===== config.mk =====
export PLATFORM = sky130hd
export DESIGN_NAME = pllc_core
export DESIGN_NICKNAME = d
export VERILOG_FILES = /design/src/pllc_pkg.sv /design/src/pllc_div_if.sv /design/src/pllc_divider.sv /design/src/pllc_phase_cmp.sv /design/src/pllc_core.sv
export SDC_FILE = /design/constraint.sdc
export NUM_CORES = 1
export LEC_CHECK = 0
export ABC_AREA = 1
export BUFFER_PORTS_ARGS = -buffer_cell sky130_fd_sc_hd__buf_2
export CORE_ASPECT_RATIO = 1.2
export CORE_MARGIN = 1
export CORE_UTILIZATION = 50
export DETAILED_ROUTE_END_ITERATION = 12
export PLACE_DENSITY = 0.73
export SETUP_SLACK_MARGIN = 0.3
export SLEW_MARGIN = 10
export SYNTH_ARGS = -nofsm -noshare
export SYNTH_HDL_FRONTEND = slang
export SYNTH_SLANG_ARGS = --single-unit

===== constraint.sdc =====
create_clock -name clk -period 5.4 [get_ports clk]
set_input_delay 0.27 -clock clk [delete_from_list [all_inputs] [get_ports clk]]
set_output_delay 0.27 -clock clk [all_outputs]
set_load 0.005 [all_outputs]

===== src/pllc_pkg.sv =====
// Package of the fractional PLL divider control: control word layout,
// field widths, reset values and fast charge-pump delay timing.
// Assumes a single 100 MHz clock and a 146-bit control frame from the bus receiver.
package pllc_pkg;

  localparam int unsigned CLK_FREQ_MHZ = 100;

  // Control frame, bit numbers as received
  localparam int unsigned WORD_W       = 146;
  localparam int unsigned BIT_SEL_N    = 5;
  localparam int unsigned BIT_DLY_SEL  = 18;
  localparam int unsigned BIT_DLY1_LO  = 20;
  localparam int unsigned BIT_DLY2_LO  = 22;
  localparam int unsigned BIT_SHIFT    = 32;
  localparam int unsigned BIT_SPUR     = 60;
  localparam int unsigned BIT_HC_SEL   = 62;
  localparam int unsigned BIT_LC_SEL   = 63;
  localparam int unsigned BIT_N1_LO    = 80;
  localparam int unsigned BIT_N2_LO    = 102;
  localparam int unsigned BIT_R_LO     = 124;
  localparam int unsigned BIT_FRAC     = 144;
  localparam int unsigned BIT_LF_SEL   = 145;

  localparam int unsigned N_W          = 18;
  localparam int unsigned R_W          = 14;
  localparam int unsigned DLY_W        = 2;
  localparam int unsigned SHIFT_BITS   = 2;
  localparam int unsigned CNT_W        = 20;
  localparam int unsigned PRE_W        = 4;
  localparam logic [PRE_W-1:0] PRE_MAX = 4'ha;

  // Reset values of the latched settings
  localparam logic [N_W-1:0] N_RESET   = 18'h00000;
  localparam logic [R_W-1:0] R_RESET   = 14'h0000;
  localparam logic           BIT_RESET = 1'b0;

  // High-current pump hold time per delay code, in microseconds
  localparam int unsigned FAST_DLY1_US = 250;
  localparam int unsigned FAST_DLY2_US = 500;
  localparam int unsigned FAST_DLY3_US = 1000;
  localparam int unsigned FAST_DLY1_CYC = FAST_DLY1_US * CLK_FREQ_MHZ;
  localparam int unsigned FAST_DLY2_CYC = FAST_DLY2_US * CLK_FREQ_MHZ;
  localparam int unsigned FAST_DLY3_CYC = FAST_DLY3_US * CLK_FREQ_MHZ;

  typedef enum logic [1:0] {
    PLLC_LOCKED = 2'b01,
    PLLC_FAST   = 2'b10
  } pllc_pump_mode_t;

endpackage : pllc_pkg


===== src/pllc_div_if.sv =====
// Interface between the control core and one programmable divider.
// Assumes the core owns the modulus and the divider returns one pulse per cycle.
`timescale 1ns/100ps
`default_nettype none
interface pllc_div_if;
  logic [17:0] modulus;
  logic        in_tick;
  logic        out_tick;

  modport ctrl (output modulus, output in_tick, input out_tick);
  modport div  (input modulus, input in_tick, output out_tick);
endinterface : pllc_div_if
`default_nettype wire


===== src/pllc_divider.sv =====
// Programmable pulse divider: one out_tick per modulus input ticks.
// Assumes in_tick is a one-cycle enable synchronous to clk.
`timescale 1ns/100ps
`default_nettype none
module pllc_divider
  import pllc_pkg::*;
(
  input  wire logic clk,
  input  wire logic rst,
  pllc_div_if.div   port_div
);
  typedef struct packed {
    logic [17:0] cnt;
    logic        out_tick;
  } pllc_div_state_t;

  pllc_div_state_t st;
  pllc_div_state_t next_st;

  always_comb begin
    next_st          = st;
    next_st.out_tick = 1'b0;
    if (port_div.in_tick) begin
      // A modulus of 0 or 1 passes every tick rather than stalling
      if (port_div.modulus <= 18'h00001 || st.cnt >= port_div.modulus - 18'h00001) begin
        next_st.cnt      = 18'h00000;
        next_st.out_tick = 1'b1;
      end else begin
        next_st.cnt = st.cnt + 18'h00001;
      end
    end
  end

  always_ff @(posedge clk) begin
    if (rst) begin
      st <= '0;
    end else begin
      st <= next_st;
    end
  end

  assign port_div.out_tick = st.out_tick;
endmodule : pllc_divider
`default_nettype wire


===== src/pllc_phase_cmp.sv =====
// Phase-frequency comparator driving charge-pump source and sink requests.
// Assumes both inputs are one-cycle pulses from the dividers.
`timescale 1ns/100ps
`default_nettype none
module pllc_phase_cmp (
  input  wire logic clk,
  input  wire logic rst,
  input  wire logic ref_pulse,
  input  wire logic fb_pulse,
  output logic      source_req,
  output logic      sink_req
);
  typedef struct packed {
    logic up;
    logic down;
  } pllc_pfd_state_t;

  pllc_pfd_state_t st;
  pllc_pfd_state_t next_st;

  always_comb begin
    next_st      = st;
    next_st.up   = st.up | ref_pulse;
    next_st.down = st.down | fb_pulse;
    // Both edges seen: the phase error ends, clear both requests
    if (next_st.up && next_st.down) begin
      next_st.up   = 1'b0;
      next_st.down = 1'b0;
    end
  end

  always_ff @(posedge clk) begin
    if (rst) begin
      st <= '0;
    end else begin
      st <= next_st;
    end
  end

  assign source_req = st.up;
  assign sink_req   = st.down;
endmodule : pllc_phase_cmp
`default_nettype wire


===== src/pllc_core.sv =====
// Control core of the fractional-N PLL: divider latches, shift and
// fractional logic, fast charge-pump timing, loop-filter and spur enables,
// AM prescaler. Assumes ctrl_word is a complete frame presented with a
// one-cycle ctrl_load, and vco_tick / ref_tick are synchronous enables.
//
// Functional notes
// - Two 18-bit feedback divider latches and one 14-bit reference latch.
// - One control bit selects which feedback latch drives the divider.
// - Shift bit low divides both divider values by four.
// - In shift mode the two low reference bits are not used.
// - Fractional mode uses the two low bits of the selected feedback value.
// - Fractional plus shift mode divides alternately by N or N+1.
// - Fractional off in shift mode divides only by N.
// - Four fractional positions: full, quarter, half, three quarters.
// - Phase comparator drives sink and source pump requests from both dividers.
// - One bit chooses which of two fast-pump delay settings applies.
// - First delay code at bits 20-21, second at bits 22-23.
// - Fast pump runs for the delay after a change, 1 or 2 mA.
// - Afterwards the low pump current applies, 50 or 100 uA.
// - A zero delay code keeps the fast pump off entirely.
// - One bit selects the AM or FM loop-filter pin, band independent.
// - Spur bit set enables wire switch and correction pump.
// - AM prescaler divides the VCO by one up to ten.
`timescale 1ns/100ps
`default_nettype none
module pllc_core
  import pllc_pkg::*;
#(
  parameter int unsigned FAST_DLY1 = FAST_DLY1_CYC,
  parameter int unsigned FAST_DLY2 = FAST_DLY2_CYC,
  parameter int unsigned FAST_DLY3 = FAST_DLY3_CYC
) (
  input  wire logic              clk,
  input  wire logic              rst,
  input  wire logic [WORD_W-1:0] ctrl_word,
  input  wire logic              ctrl_load,
  input  wire logic              vco_tick,
  input  wire logic              ref_tick,
  input  wire logic [PRE_W-1:0]  am_ratio,
  output logic                   fb_div_pulse,
  output logic                   ref_div_pulse,
  output logic                   pump_source,
  output logic                   pump_sink,
  output logic                   high_pump_en,
  output logic                   high_pump_2ma,
  output logic                   low_pump_100ua,
  output logic                   loop_filter_sel,
  output logic                   spur_wire_switch_en,
  output logic                   spur_correction_en,
  output logic                   fast_pump_active,
  output logic                   am_lo_tick
);

  typedef struct packed {
    logic [N_W-1:0]   first_feedback_value;
    logic [N_W-1:0]   second_feedback_value;
    logic [R_W-1:0]   ref_value;
    logic             sel_second;
    logic             shift_off;
    logic             frac_off;
    logic             dly_sel_second;
    logic [DLY_W-1:0] fast_pump_delay_first;
    logic [DLY_W-1:0] fast_pump_delay_second;
    logic             spur_en;
    logic             hc_sel;
    logic             lc_sel;
    logic             lf_sel;
    logic [1:0]       fraction_accumulator;
    logic             plus_one;
    pllc_pump_mode_t  mode;
    logic [CNT_W-1:0] dly_cnt;
    logic             high_en;
    logic [PRE_W-1:0] pre_cnt;
    logic             am_lo;
  } pllc_core_state_t;

  pllc_core_state_t st;
  pllc_core_state_t next_st;

  pllc_div_if fb_if ();
  pllc_div_if ref_if ();

  logic [N_W-1:0]   active_n;
  logic [N_W-1:0]   loaded_active_n;
  logic [1:0]       frac_bits;
  logic             frac_active;
  logic [DLY_W-1:0] active_code;
  logic [DLY_W-1:0] loaded_code;
  logic [2:0]       acc_sum;
  logic [PRE_W-1:0] pre_div;

  // Hold time of the fast pump per delay code; code 0 means off
  function automatic logic [CNT_W-1:0] dly_cycles(input logic [DLY_W-1:0] code);
    logic [CNT_W-1:0] cyc;
    cyc = '0;
    unique case (code)
      2'h1: cyc = CNT_W'(FAST_DLY1);
      2'h2: cyc = CNT_W'(FAST_DLY2);
      2'h3: cyc = CNT_W'(FAST_DLY3);
      2'h0: cyc = '0;
    endcase
    return cyc;
  endfunction : dly_cycles

  always_comb begin
    active_n        = st.sel_second ? st.second_feedback_value
                                    : st.first_feedback_value;
    loaded_active_n = ctrl_word[BIT_SEL_N] ? ctrl_word[BIT_N2_LO +: N_W]
                                           : ctrl_word[BIT_N1_LO +: N_W];
    frac_bits       = active_n[SHIFT_BITS-1:0];
    frac_active     = !st.shift_off && !st.frac_off;
    active_code     = st.dly_sel_second ? st.fast_pump_delay_second
                                        : st.fast_pump_delay_first;
    loaded_code     = ctrl_word[BIT_DLY_SEL] ? ctrl_word[BIT_DLY2_LO +: DLY_W]
                                             : ctrl_word[BIT_DLY1_LO +: DLY_W];
    acc_sum         = {1'b0, st.fraction_accumulator} + {1'b0, frac_bits};
    // Ratios 0 and above ten are taken as no division
    if (am_ratio == '0 || am_ratio > PRE_MAX) begin
      pre_div = 4'h1;
    end else begin
      pre_div = am_ratio;
    end
  end

  // Feedback modulus: N, or in shift mode shifted N plus one on accumulator overflow
  always_comb begin
    if (st.shift_off) begin
      fb_if.modulus = active_n;
    end else begin
      fb_if.modulus = (active_n >> SHIFT_BITS) + {17'h00000, st.plus_one};
    end
    fb_if.in_tick = vco_tick;
  end

  // Reference modulus; the two low bits simply drop out of the shift
  always_comb begin
    if (st.shift_off) begin
      ref_if.modulus = {4'h0, st.ref_value};
    end else begin
      ref_if.modulus = {6'h00, st.ref_value[R_W-1:SHIFT_BITS]};
    end
    ref_if.in_tick = ref_tick;
  end

  always_comb begin
    next_st       = st;
    next_st.am_lo = 1'b0;

    // Latch a complete control frame
    if (ctrl_load) begin
      next_st.first_feedback_value   = ctrl_word[BIT_N1_LO +: N_W];
      next_st.second_feedback_value  = ctrl_word[BIT_N2_LO +: N_W];
      next_st.ref_value              = ctrl_word[BIT_R_LO +: R_W];
      next_st.sel_second             = ctrl_word[BIT_SEL_N];
      next_st.shift_off              = ctrl_word[BIT_SHIFT];
      next_st.frac_off               = ctrl_word[BIT_FRAC];
      next_st.dly_sel_second         = ctrl_word[BIT_DLY_SEL];
      next_st.fast_pump_delay_first  = ctrl_word[BIT_DLY1_LO +: DLY_W];
      next_st.fast_pump_delay_second = ctrl_word[BIT_DLY2_LO +: DLY_W];
      next_st.spur_en                = ctrl_word[BIT_SPUR];
      next_st.hc_sel                 = ctrl_word[BIT_HC_SEL];
      next_st.lc_sel                 = ctrl_word[BIT_LC_SEL];
      next_st.lf_sel                 = ctrl_word[BIT_LF_SEL];
    end

    // Fractional accumulator steps once per feedback divider cycle
    if (!frac_active) begin
      next_st.fraction_accumulator = 2'h0;
      next_st.plus_one             = 1'b0;
    end else if (fb_if.out_tick) begin
      // Quarter steps: accumulating 1, 2 or 3 overflows 1, 2 or 3 times in 4
      next_st.fraction_accumulator = acc_sum[1:0];
      next_st.plus_one             = acc_sum[2];
    end

    // Fast pump timing
    unique case (st.mode)
      PLLC_LOCKED: begin
        next_st.high_en = 1'b0;
      end
      PLLC_FAST: begin
        // A code cleared to zero while running stops the fast pump at once
        if (st.dly_cnt <= CNT_W'(1) || active_code == '0) begin
          next_st.mode    = PLLC_LOCKED;
          next_st.high_en = 1'b0;
          next_st.dly_cnt = '0;
        end else begin
          next_st.dly_cnt = st.dly_cnt - CNT_W'(1);
        end
      end
      default: begin
        next_st.mode    = PLLC_LOCKED;
        next_st.high_en = 1'b0;
        next_st.dly_cnt = '0;
      end
    endcase

    // A frame that changes the active divider is a frequency change
    if (ctrl_load && loaded_active_n != active_n) begin
      if (loaded_code == '0) begin
        next_st.mode    = PLLC_LOCKED;
        next_st.high_en = 1'b0;
        next_st.dly_cnt = '0;
      end else begin
        next_st.mode    = PLLC_FAST;
        next_st.high_en = 1'b1;
        next_st.dly_cnt = dly_cycles(loaded_code);
      end
    end

    // AM prescaler on the VCO enable
    if (vco_tick) begin
      if (st.pre_cnt >= pre_div - 4'h1) begin
        next_st.pre_cnt = '0;
        next_st.am_lo   = 1'b1;
      end else begin
        next_st.pre_cnt = st.pre_cnt + 4'h1;
      end
    end
  end

  always_ff @(posedge clk) begin
    if (rst) begin
      st.first_feedback_value   <= N_RESET;
      st.second_feedback_value  <= N_RESET;
      st.ref_value              <= R_RESET;
      st.sel_second             <= BIT_RESET;
      st.shift_off              <= BIT_RESET;
      st.frac_off               <= BIT_RESET;
      st.dly_sel_second         <= BIT_RESET;
      st.fast_pump_delay_first  <= '0;
      st.fast_pump_delay_second <= '0;
      st.spur_en                <= BIT_RESET;
      st.hc_sel                 <= BIT_RESET;
      st.lc_sel                 <= BIT_RESET;
      st.lf_sel                 <= BIT_RESET;
      st.fraction_accumulator   <= 2'h0;
      st.plus_one               <= 1'b0;
      st.mode                   <= PLLC_LOCKED;
      st.dly_cnt                <= '0;
      st.high_en                <= 1'b0;
      st.pre_cnt                <= '0;
      st.am_lo                  <= 1'b0;
    end else begin
      st <= next_st;
    end
  end

  pllc_divider u_fb_div (
    .clk      (clk),
    .rst      (rst),
    .port_div (fb_if.div)
  );

  pllc_divider u_ref_div (
    .clk      (clk),
    .rst      (rst),
    .port_div (ref_if.div)
  );

  pllc_phase_cmp u_phase_comparator (
    .clk        (clk),
    .rst        (rst),
    .ref_pulse  (ref_if.out_tick),
    .fb_pulse   (fb_if.out_tick),
    .source_req (pump_source),
    .sink_req   (pump_sink)
  );

  assign fb_div_pulse        = fb_if.out_tick;
  assign ref_div_pulse       = ref_if.out_tick;
  assign high_pump_en        = st.high_en;
  assign high_pump_2ma       = st.hc_sel;
  assign low_pump_100ua      = st.lc_sel;
  assign loop_filter_sel     = st.lf_sel;
  assign spur_wire_switch_en = st.spur_en;
  assign spur_correction_en  = st.spur_en;
  assign fast_pump_active    = st.mode == PLLC_FAST;
  assign am_lo_tick          = st.am_lo;

endmodule : pllc_core
`default_nettype wire


==> summary.md, run 1 <==
| Metric | Value |
|---|---|
| Synth async-reset ratio | `0%` |
| Post-synth cell types | `50` |
| Power Dens Cells | `276 nW/um^2` |
| Mean Syn Cell Area | `6.67 sq um` |
| Start point of the critical path | `st[42]$_SDFFE_PP0P_` |
| Routability congestion estimate | `0.918` |
| Hold EP | `st[45]$_SDFFE_PP0P_` |
| Worst setup margin | `0.940 ns` |
| IO Pins | `between 150 and 200` |
| Hold_sp | `ctrl_word[126]` |
| Antenna cells | `0` |
| Largest register by flop count | `st` |
| CTS hold repair buffers | `0` |
| CORE AREA | `~18,000 sq um` |
| Biggest regs | `st: 87 flops, u_fb_div.st: 18 flops, u_ref_div.st: 18 flops` |
| Clk pin slew, worst setup/hold paths | `0.06 ns` |
| Highest metal used | `met5` |
| Status | `finished, violations left` |
| Initial DRC Count | `584` |
| Final period utilization | `between 80% and 90%` |
| Yosys warnings | `0` |
| Layout cells sized above 1 | `around an eighth` |
| EDFF count, synth | `0` |
| Post-synthesis sequential area ratio | `approximately 30%` |
| IO buf count | `82` |
| CP max stage cell | `dfxtp_1` |
| Placed Area | `9610 sq um` |
| Die area | `18,800 sq um` |
| CP Launch Type | `flop` |
| CTS tree | `built` |
| First-pass GRT wire length | `35,800 microns` |
| Reg2reg setup slack | `0.94 ns` |
| Final setup fails | `0` |
| Global Route Usage Sum | `23.3%` |
| Peak supply drop | `just over 200 uV` |
| Wire length on met2 | `slightly above 10,000 microns` |
| Clock Power Share | `41.1%` |
| Vias in the first global route | `roughly 8,000` |
| Worst skew pair latency | `~0.43 ns` |
| Syn nets | `between 1,500 and 2,000` |
| P&R area growth vs syn | `11.8%` |
| Post-Syn Area | `9130 sq um` |
| CP max stage delay | `0.47 ns` |
| Total setup buffers inserted after CTS | `0` |
| Max-cap viol count | `0` |
| Synth Instances | `1,368` |
| Reg power frac | `37.6%` |
| Critical path endpoint category | `flop` |
| Final HPWL DP | `roughly 15,000 microns` |
| Metal3 WL | `895 microns` |
| Starting density of the core | `51.6%` |
| Routed wire length | `21,300 microns` |
| Die Wd | `125 microns` |
| Final ANT Viol Nets | `0` |
| WS Path Type | `reg2reg` |
| Failing checks | `design-rule violations` |
| Slew @ Worst Pin | `0.924 ns` |
| Commonest non-fill, non-tap cell in the layout | `nand2_1` |
| Largest register FFs | `87` |
| CTS root buf | `clkbuf_16` |
| TritonRoute pass-1 iters | `9` |
| Place WS | `0.870 ns` |
| Clock skew | `0.00917 ns` |
| Reg2reg start | `st[42]$_SDFFE_PP0P_` |
| Maximum clock frequency | `224 MHz` |
| Final Slew Violations | `0` |
| Seq cells post-synth | `around 130` |
| Sw power | `0.000871 W` |
| Total grt overflow | `0` |
| Pwr Total | `~0.0028 W` |
| # clock sinks | `133` |
| Leak | `4.55 nW` |
| Largest net degree at the start of global routing | `82` |
| Worst endpoint required time | `5.71 ns` |
| Max_slew headroom | `38.4%` |
| CTS H-tree lvls | `4` |
| DR vias | `8,723` |
| Switching Fraction | `31.0%` |
| Final Hold Violating Endpoints | `0` |
| Design area | `10,200 sq um` |
| Vias per std cell | `5.26` |
| Ys flop type | `dfxtp_1` |
| Hold Path Class | `in2reg` |
| Remaining DRCs | `5` |
| TritonCTS Buffers | `17` |
| R2R depth | `31` |
| RSZ-0062 raised after global routing | `no` |
| WP data arrival | `around 4.8 ns` |
| DRT met1 WL | `10,000 microns` |
| Routed WL per cell | `~13 microns` |
| Crit-path most repeated cell | `nand2_1` |
| Post-layout minimum cycle time | `roughly 4.5 ns` |
| P_int | `0.00194 W` |
| Die extent in y | `150 microns` |
| Nets@finish | `approximately 1,600` |
| Final setup TNS | `0 ns` |
| RR Endpoint | `u_fb_div.st[2]$_SDFFE_PP0P_` |
| Hold Crit Depth | `3` |
| Clock buffer depth | `2` |
| Std cell rows | `53` |
| Comb pwr share | `21.3%` |
| Crit path max fanout | `19` |
| Post-layout util | `57.6%` |
| Initial antenna violation count | `1` |
| Leading cell types in the layout, fill and taps excluded | `266 x nand2_1, 221 x nor2_1, 133 x dfxtp_1` |
==> metal layers <==
metal / up-vias / global-route usage, %
met5: - / 0
met2: 168 / 40.8
met3: 29 / 4.08
met4: 2 / 6.89
met1: 3943 / 29.2
li1: 4581 / -
==> worst max path at each step <==
stage | endpoint | slack, ns
4_1_cts | u_fb_div.st[2]$_SDFFE_PP0P_ | 0.66
5_1_grt | u_fb_div.st[18]$_SDFFE_PP0P_ | 0.37
6_report | u_fb_div.st[2]$_SDFFE_PP0P_ | 0.94
3_5_place_dp | u_fb_div.st[2]$_SDFFE_PP0P_ | 0.87
2_1_floorplan | u_fb_div.st[9]$_SDFFE_PP0P_ | 1.30
3_3_place_gp | u_fb_div.st[18]$_SDFFE_PP0P_ | 0.95
==> repair_timing <==
item	in CTS	in global routing
setup endpoints to repair	0	17
endpoints found under the hold margin	0	0
gates resized for setup	0	2
==> power by group through the flow <==
stage | clock [W] | sequential, W | combinational [W]
after floorplan | 0 | 0.00107 | 0.000461
after global placement | 0 | 0.00108 | 0.000580
after detailed placement | 0 | 0.00108 | 0.000592
after CTS | 0.00117 | 0.00106 | 0.000598
after global routing | 0.00121 | 0.00106 | 0.000684
final | 0.00116 | 0.00106 | 0.000600
==> critical path: cells and delay by family (launching register included) <==
kind / cells / cell delay (ns)
adder cells (fa/ha/maj): 2 / 0.51
flip-flops: 1 / 0.47
AO/OA/AOI/OAI: 1 / 0.18
buffers and inverters: 4 / 0.46
AND/OR/NAND/NOR: 24 / 2.71
==> per-stage QoR <==
| step | std cells | hold slack, ns |
|---|---|---|
| floorplan | 1368 | 0.405 |
| global placement | 1626 | 0.452 |
| detailed placement | 1626 | 0.453 |
| CTS | 1658 | 0.0610 |
| global route | 1658 | 0.0629 |
| finish | 1658 | 0.0625 |
==> Yosys cell counts, types with 2 or more instances <==
master	count	area, sq um
o211a_1	2	20.0
a21oi_1	66	330
nand3b_1	7	52.6
clkbuf_1	26	97.6
nand2_2	14	87.6
nor3b_1	2	15.0
nor4_2	2	25.0
nor4_1	12	75.1
a211oi_1	3	22.5
nand3_1	94	470
ha_1	57	713
nor2_2	17	106
nor3_1	23	115
nor2_4	4	45.0
dfxtp_1	133	2660
buf_1	3	11.3
o21ai_0	111	556
o22ai_1	2	12.5
o211ai_1	5	37.5
inv_2	6	22.5
nand4_1	30	188
buf_4	5	37.5
nand2_4	4	45.0
xnor2_1	29	254
or4_1	2	15.0
nor2_1	221	830
inv_1	126	473
nand2_1	266	998
mux2i_1	4	40.0
or2_2	10	62.6
xor2_1	49	429
buf_2	14	70.1
nand3_2	2	20.0
==> kinds of logic (layout without fill, tap and decap cells) <==
family | Yosys count | in the layout | share of synthesized area [%]
AND/OR/NAND/NOR | 715 | 715 | 35.2
buffers and inverters | 183 | 253 | 8.18
multiplexers | 4 | 4 | 0.438
XOR/XNOR | 78 | 78 | 7.48
AO/OA/AOI/OAI | 197 | 197 | 11.6
adder cells (fa/ha/maj) | 58 | 58 | 8.03
flip-flops | 133 | 133 | 29.2
==> cell type report <==
cell class / instances / area [sq um]
Fill cell: 1722 / 7500
Multi-Input combinational cell: 1052 / 5730
Sequential cell: 133 / 2660
Inverter: 133 / 499
Clock buffer: 20 / 457
Timing Repair Buffer: 88 / 455
Tap cell: 220 / 275
Clock inverter: 12 / 129
(Power assumes the default switching activity.)
==> run 2, diff against run 1 <==
Settings changed: PLACE_DENSITY 0.73 to 0.76.
Clock period 5.4 ns to 3.7 ns, I/O delays scaled along.
==> summary.md, run 2 (synthesis gave the netlist of run 1 again) <==
| Metric | Value |
|---|---|
| Critical path endpoint category | `flop` |
| Post-layout minimum cycle time | `roughly 3.9 ns` |
| Reg power frac | `between 30% and 40%` |
| Maximum clock frequency | `259 MHz` |
| Comb pwr share | `26.6%` |
| RSZ-0062 raised after global routing | `yes` |
| Routed wire length | `approximately 26,000 microns` |
| Clock Power Share | `40.2%` |
| Hold Crit Depth | `3` |
| # clock sinks | `133` |
| IO buf count | `82` |
| First-pass GRT wire length | `40,700 microns` |
| Die Wd | `125 microns` |
| P_int | `0.00319 W` |
| Layout cells sized above 1 | `26.0%` |
| Routed WL per cell | `roughly 14 microns` |
| Slew @ Worst Pin | `about 0.9 ns` |
| WP data arrival | `4.24 ns` |
| TritonCTS Buffers | `17` |
| Crit-path most repeated cell | `buf_4` |
| Area of the multi-input gates | `6380 sq um` |
| CP max stage delay | `0.38 ns` |
| Leading cell types in the layout, fill and taps excluded | `238 x nand2_1, 190 x nor2_1, 131 x dfxtp_1` |
| FF/Latch Area | `2670 sq um` |
| Worst endpoint required time | `a little over 4 ns` |
| WS Path Type | `reg2reg` |
| FILL cells | `~1,300` |
| Commonest non-fill, non-tap cell in the layout | `nand2_1` |
| Post-layout util | `68.7%` |
| Placed Area | `10,400 sq um` |
| Start point of the critical path | `st[42]$_SDFFE_PP0P_` |
| R2R depth | `30` |
| Total grt overflow | `0` |
| IO Pins | `167` |
| Clock buffer depth | `2` |
| Max_slew headroom | `about 40%` |
| Antenna cells | `0` |
| CP max stage cell | `dfxtp_4` |
| Die area | `18,800 sq um` |
| Routability congestion estimate | `0.877` |
| Remaining DRCs | `4` |
| CP Launch Type | `flop` |
| TritonRoute pass-1 iters | `10` |
| Clock skew | `slightly above 0.01 ns` |
| Final setup TNS | `-2.44 ns` |
| CTS root buf | `clkbuf_16` |
| Die extent in y | `150 microns` |
| Vias per std cell | `5.43` |
| Vias in the first global route | `about 8,900` |
| Clk pin slew, worst setup/hold paths | `0.06 ns` |
| P&R area growth vs syn | `33.3%` |
| CTS tree | `built` |
| Final Hold Violating Endpoints | `0` |
| Final HPWL DP | `between 15,000 and 20,000 microns` |
| Std cell rows | `53` |
| Leak | `roughly 5.4 nW` |
| Crit path max fanout | `5` |
| Switching Fraction | `31.8%` |
| Design area | `12,200 sq um` |
| Failing checks | `design-rule violations, negative setup slack` |
| Placed instance count | `1,706` |
| Nets@finish | `1,776` |
| Worst setup margin | `-0.166 ns` |
| Largest register FFs | `87` |
| Fin Hold WS | `around 0.0037 ns` |
| Starting density of the core | `51.6%` |
| Reg2reg start | `st[42]$_SDFFE_PP0P_` |
| DR vias | `9,744` |
| Peak supply drop | `362 uV` |
| Initial antenna violation count | `0` |
| Final ANT Viol Nets | `0` |
| Largest net degree at the start of global routing | `68` |
| Hold Path Class | `in2reg` |
| CTS H-tree lvls | `4` |
| Sw power | `0.00148 W` |
| Max-cap viol count | `0` |
| Final period utilization | `104%` |
| Hold_sp | `ctrl_word[107]` |
| Power Dens Cells | `around 380 nW/um^2` |
| Worst skew pair latency | `0.44 ns` |
| Largest register by flop count | `st` |
| Global Route Usage Sum | `26.4%` |
| Status | `finished, violations left` |
| CORE AREA | `~18,000 sq um` |
| Final setup fails | `19` |
| Cell Count, Final, Fillers Out | `about 1,800` |
| Initial DRC Count | `approximately 750` |
| Final Slew Violations | `0` |
| Biggest regs | `st: 87 flops, u_fb_div.st: 18 flops, u_ref_div.st: 18 flops` |
## run 2: changes by cell type in the layout (fill, tap and decap cells not counted), moves of 7 or more
cell           delta
buf_4           +102
dlygate4sd3_1    +20
ha_1              -9
ha_4              +9
nand2_1          -28
nand2_2          +24
nand3_1           -8
nand3_2           +7
nor2_1           -31
nor2_2           +13
nor2_4           +18
o21ai_0          -11
## run 2: worst paths after layout
kind / to / slack, ns
setup / recovery: u_fb_div.st[17]$_SDFFE_PP0P_ / -0.17
hold reg to reg: st[37]$_SDFFE_PP0P_ / 0.46
setup reg to reg: u_fb_div.st[17]$_SDFFE_PP0P_ / -0.17
hold / removal: st[62]$_SDFFE_PP0P_ / 0.004
## run 2: timing repair
item,in CTS,in global routing
setup buffers,24,8
gates cloned,6,0
hold buffers,20,0
setup endpoints to repair,38,38
hold endpoints to repair,20,0
pin swaps,51,36
gates resized for setup,63,83
## run 2: through the flow
step	total power, W	worst slack, ns
floorplan	0.00226	0.00218
global placement	0.00258	-0.0846
detailed placement	0.00260	-0.156
CTS	0.00457	-0.0702
global route	0.00488	-0.419
finish	0.00467	-0.166
## run 2: layout make-up
class	instances	area share [%]
clock buffers	17	3.50
clock inverters	15	1.79
flip-flops and latches	133	21.9
repair buffers	224	13.9
well taps	220	2.26
inverters	133	4.20
multi-input cells	1054	52.4
## run 2: power groups by stage
stage | clock, W | sequential [W] | combinational, W
finish | 0.00188 | 0.00155 | 0.00124
global route | 0.00195 | 0.00156 | 0.00137
detailed placement | 0 | 0.00158 | 0.00103
floorplan | 0 | 0.00157 | 0.000698
CTS | 0.00188 | 0.00155 | 0.00114
global placement | 0 | 0.00157 | 0.00100
## run 2: worst max-delay path, delay by kind of cell (launching register included)
family                   cells  cell delay [ns]
AND/OR/NAND/NOR             15             1.46
buffers and inverters        8             0.77
adder cells (fa/ha/maj)      3             0.59
AO/OA/AOI/OAI                3             0.45
flip-flops                   1             0.38
XOR/XNOR                     1             0.14
## run 2: routing by layer
metal	up-vias	part of all wire, %	track usage (%)	routed length (microns)
met1	4519	43	32.4	11000
met3	53	4.7	4.50	1220
met5	-	0	0	0
met2	305	50	47.2	12900
met4	0	2.3	8.29	590
li1	4867	-	-	-
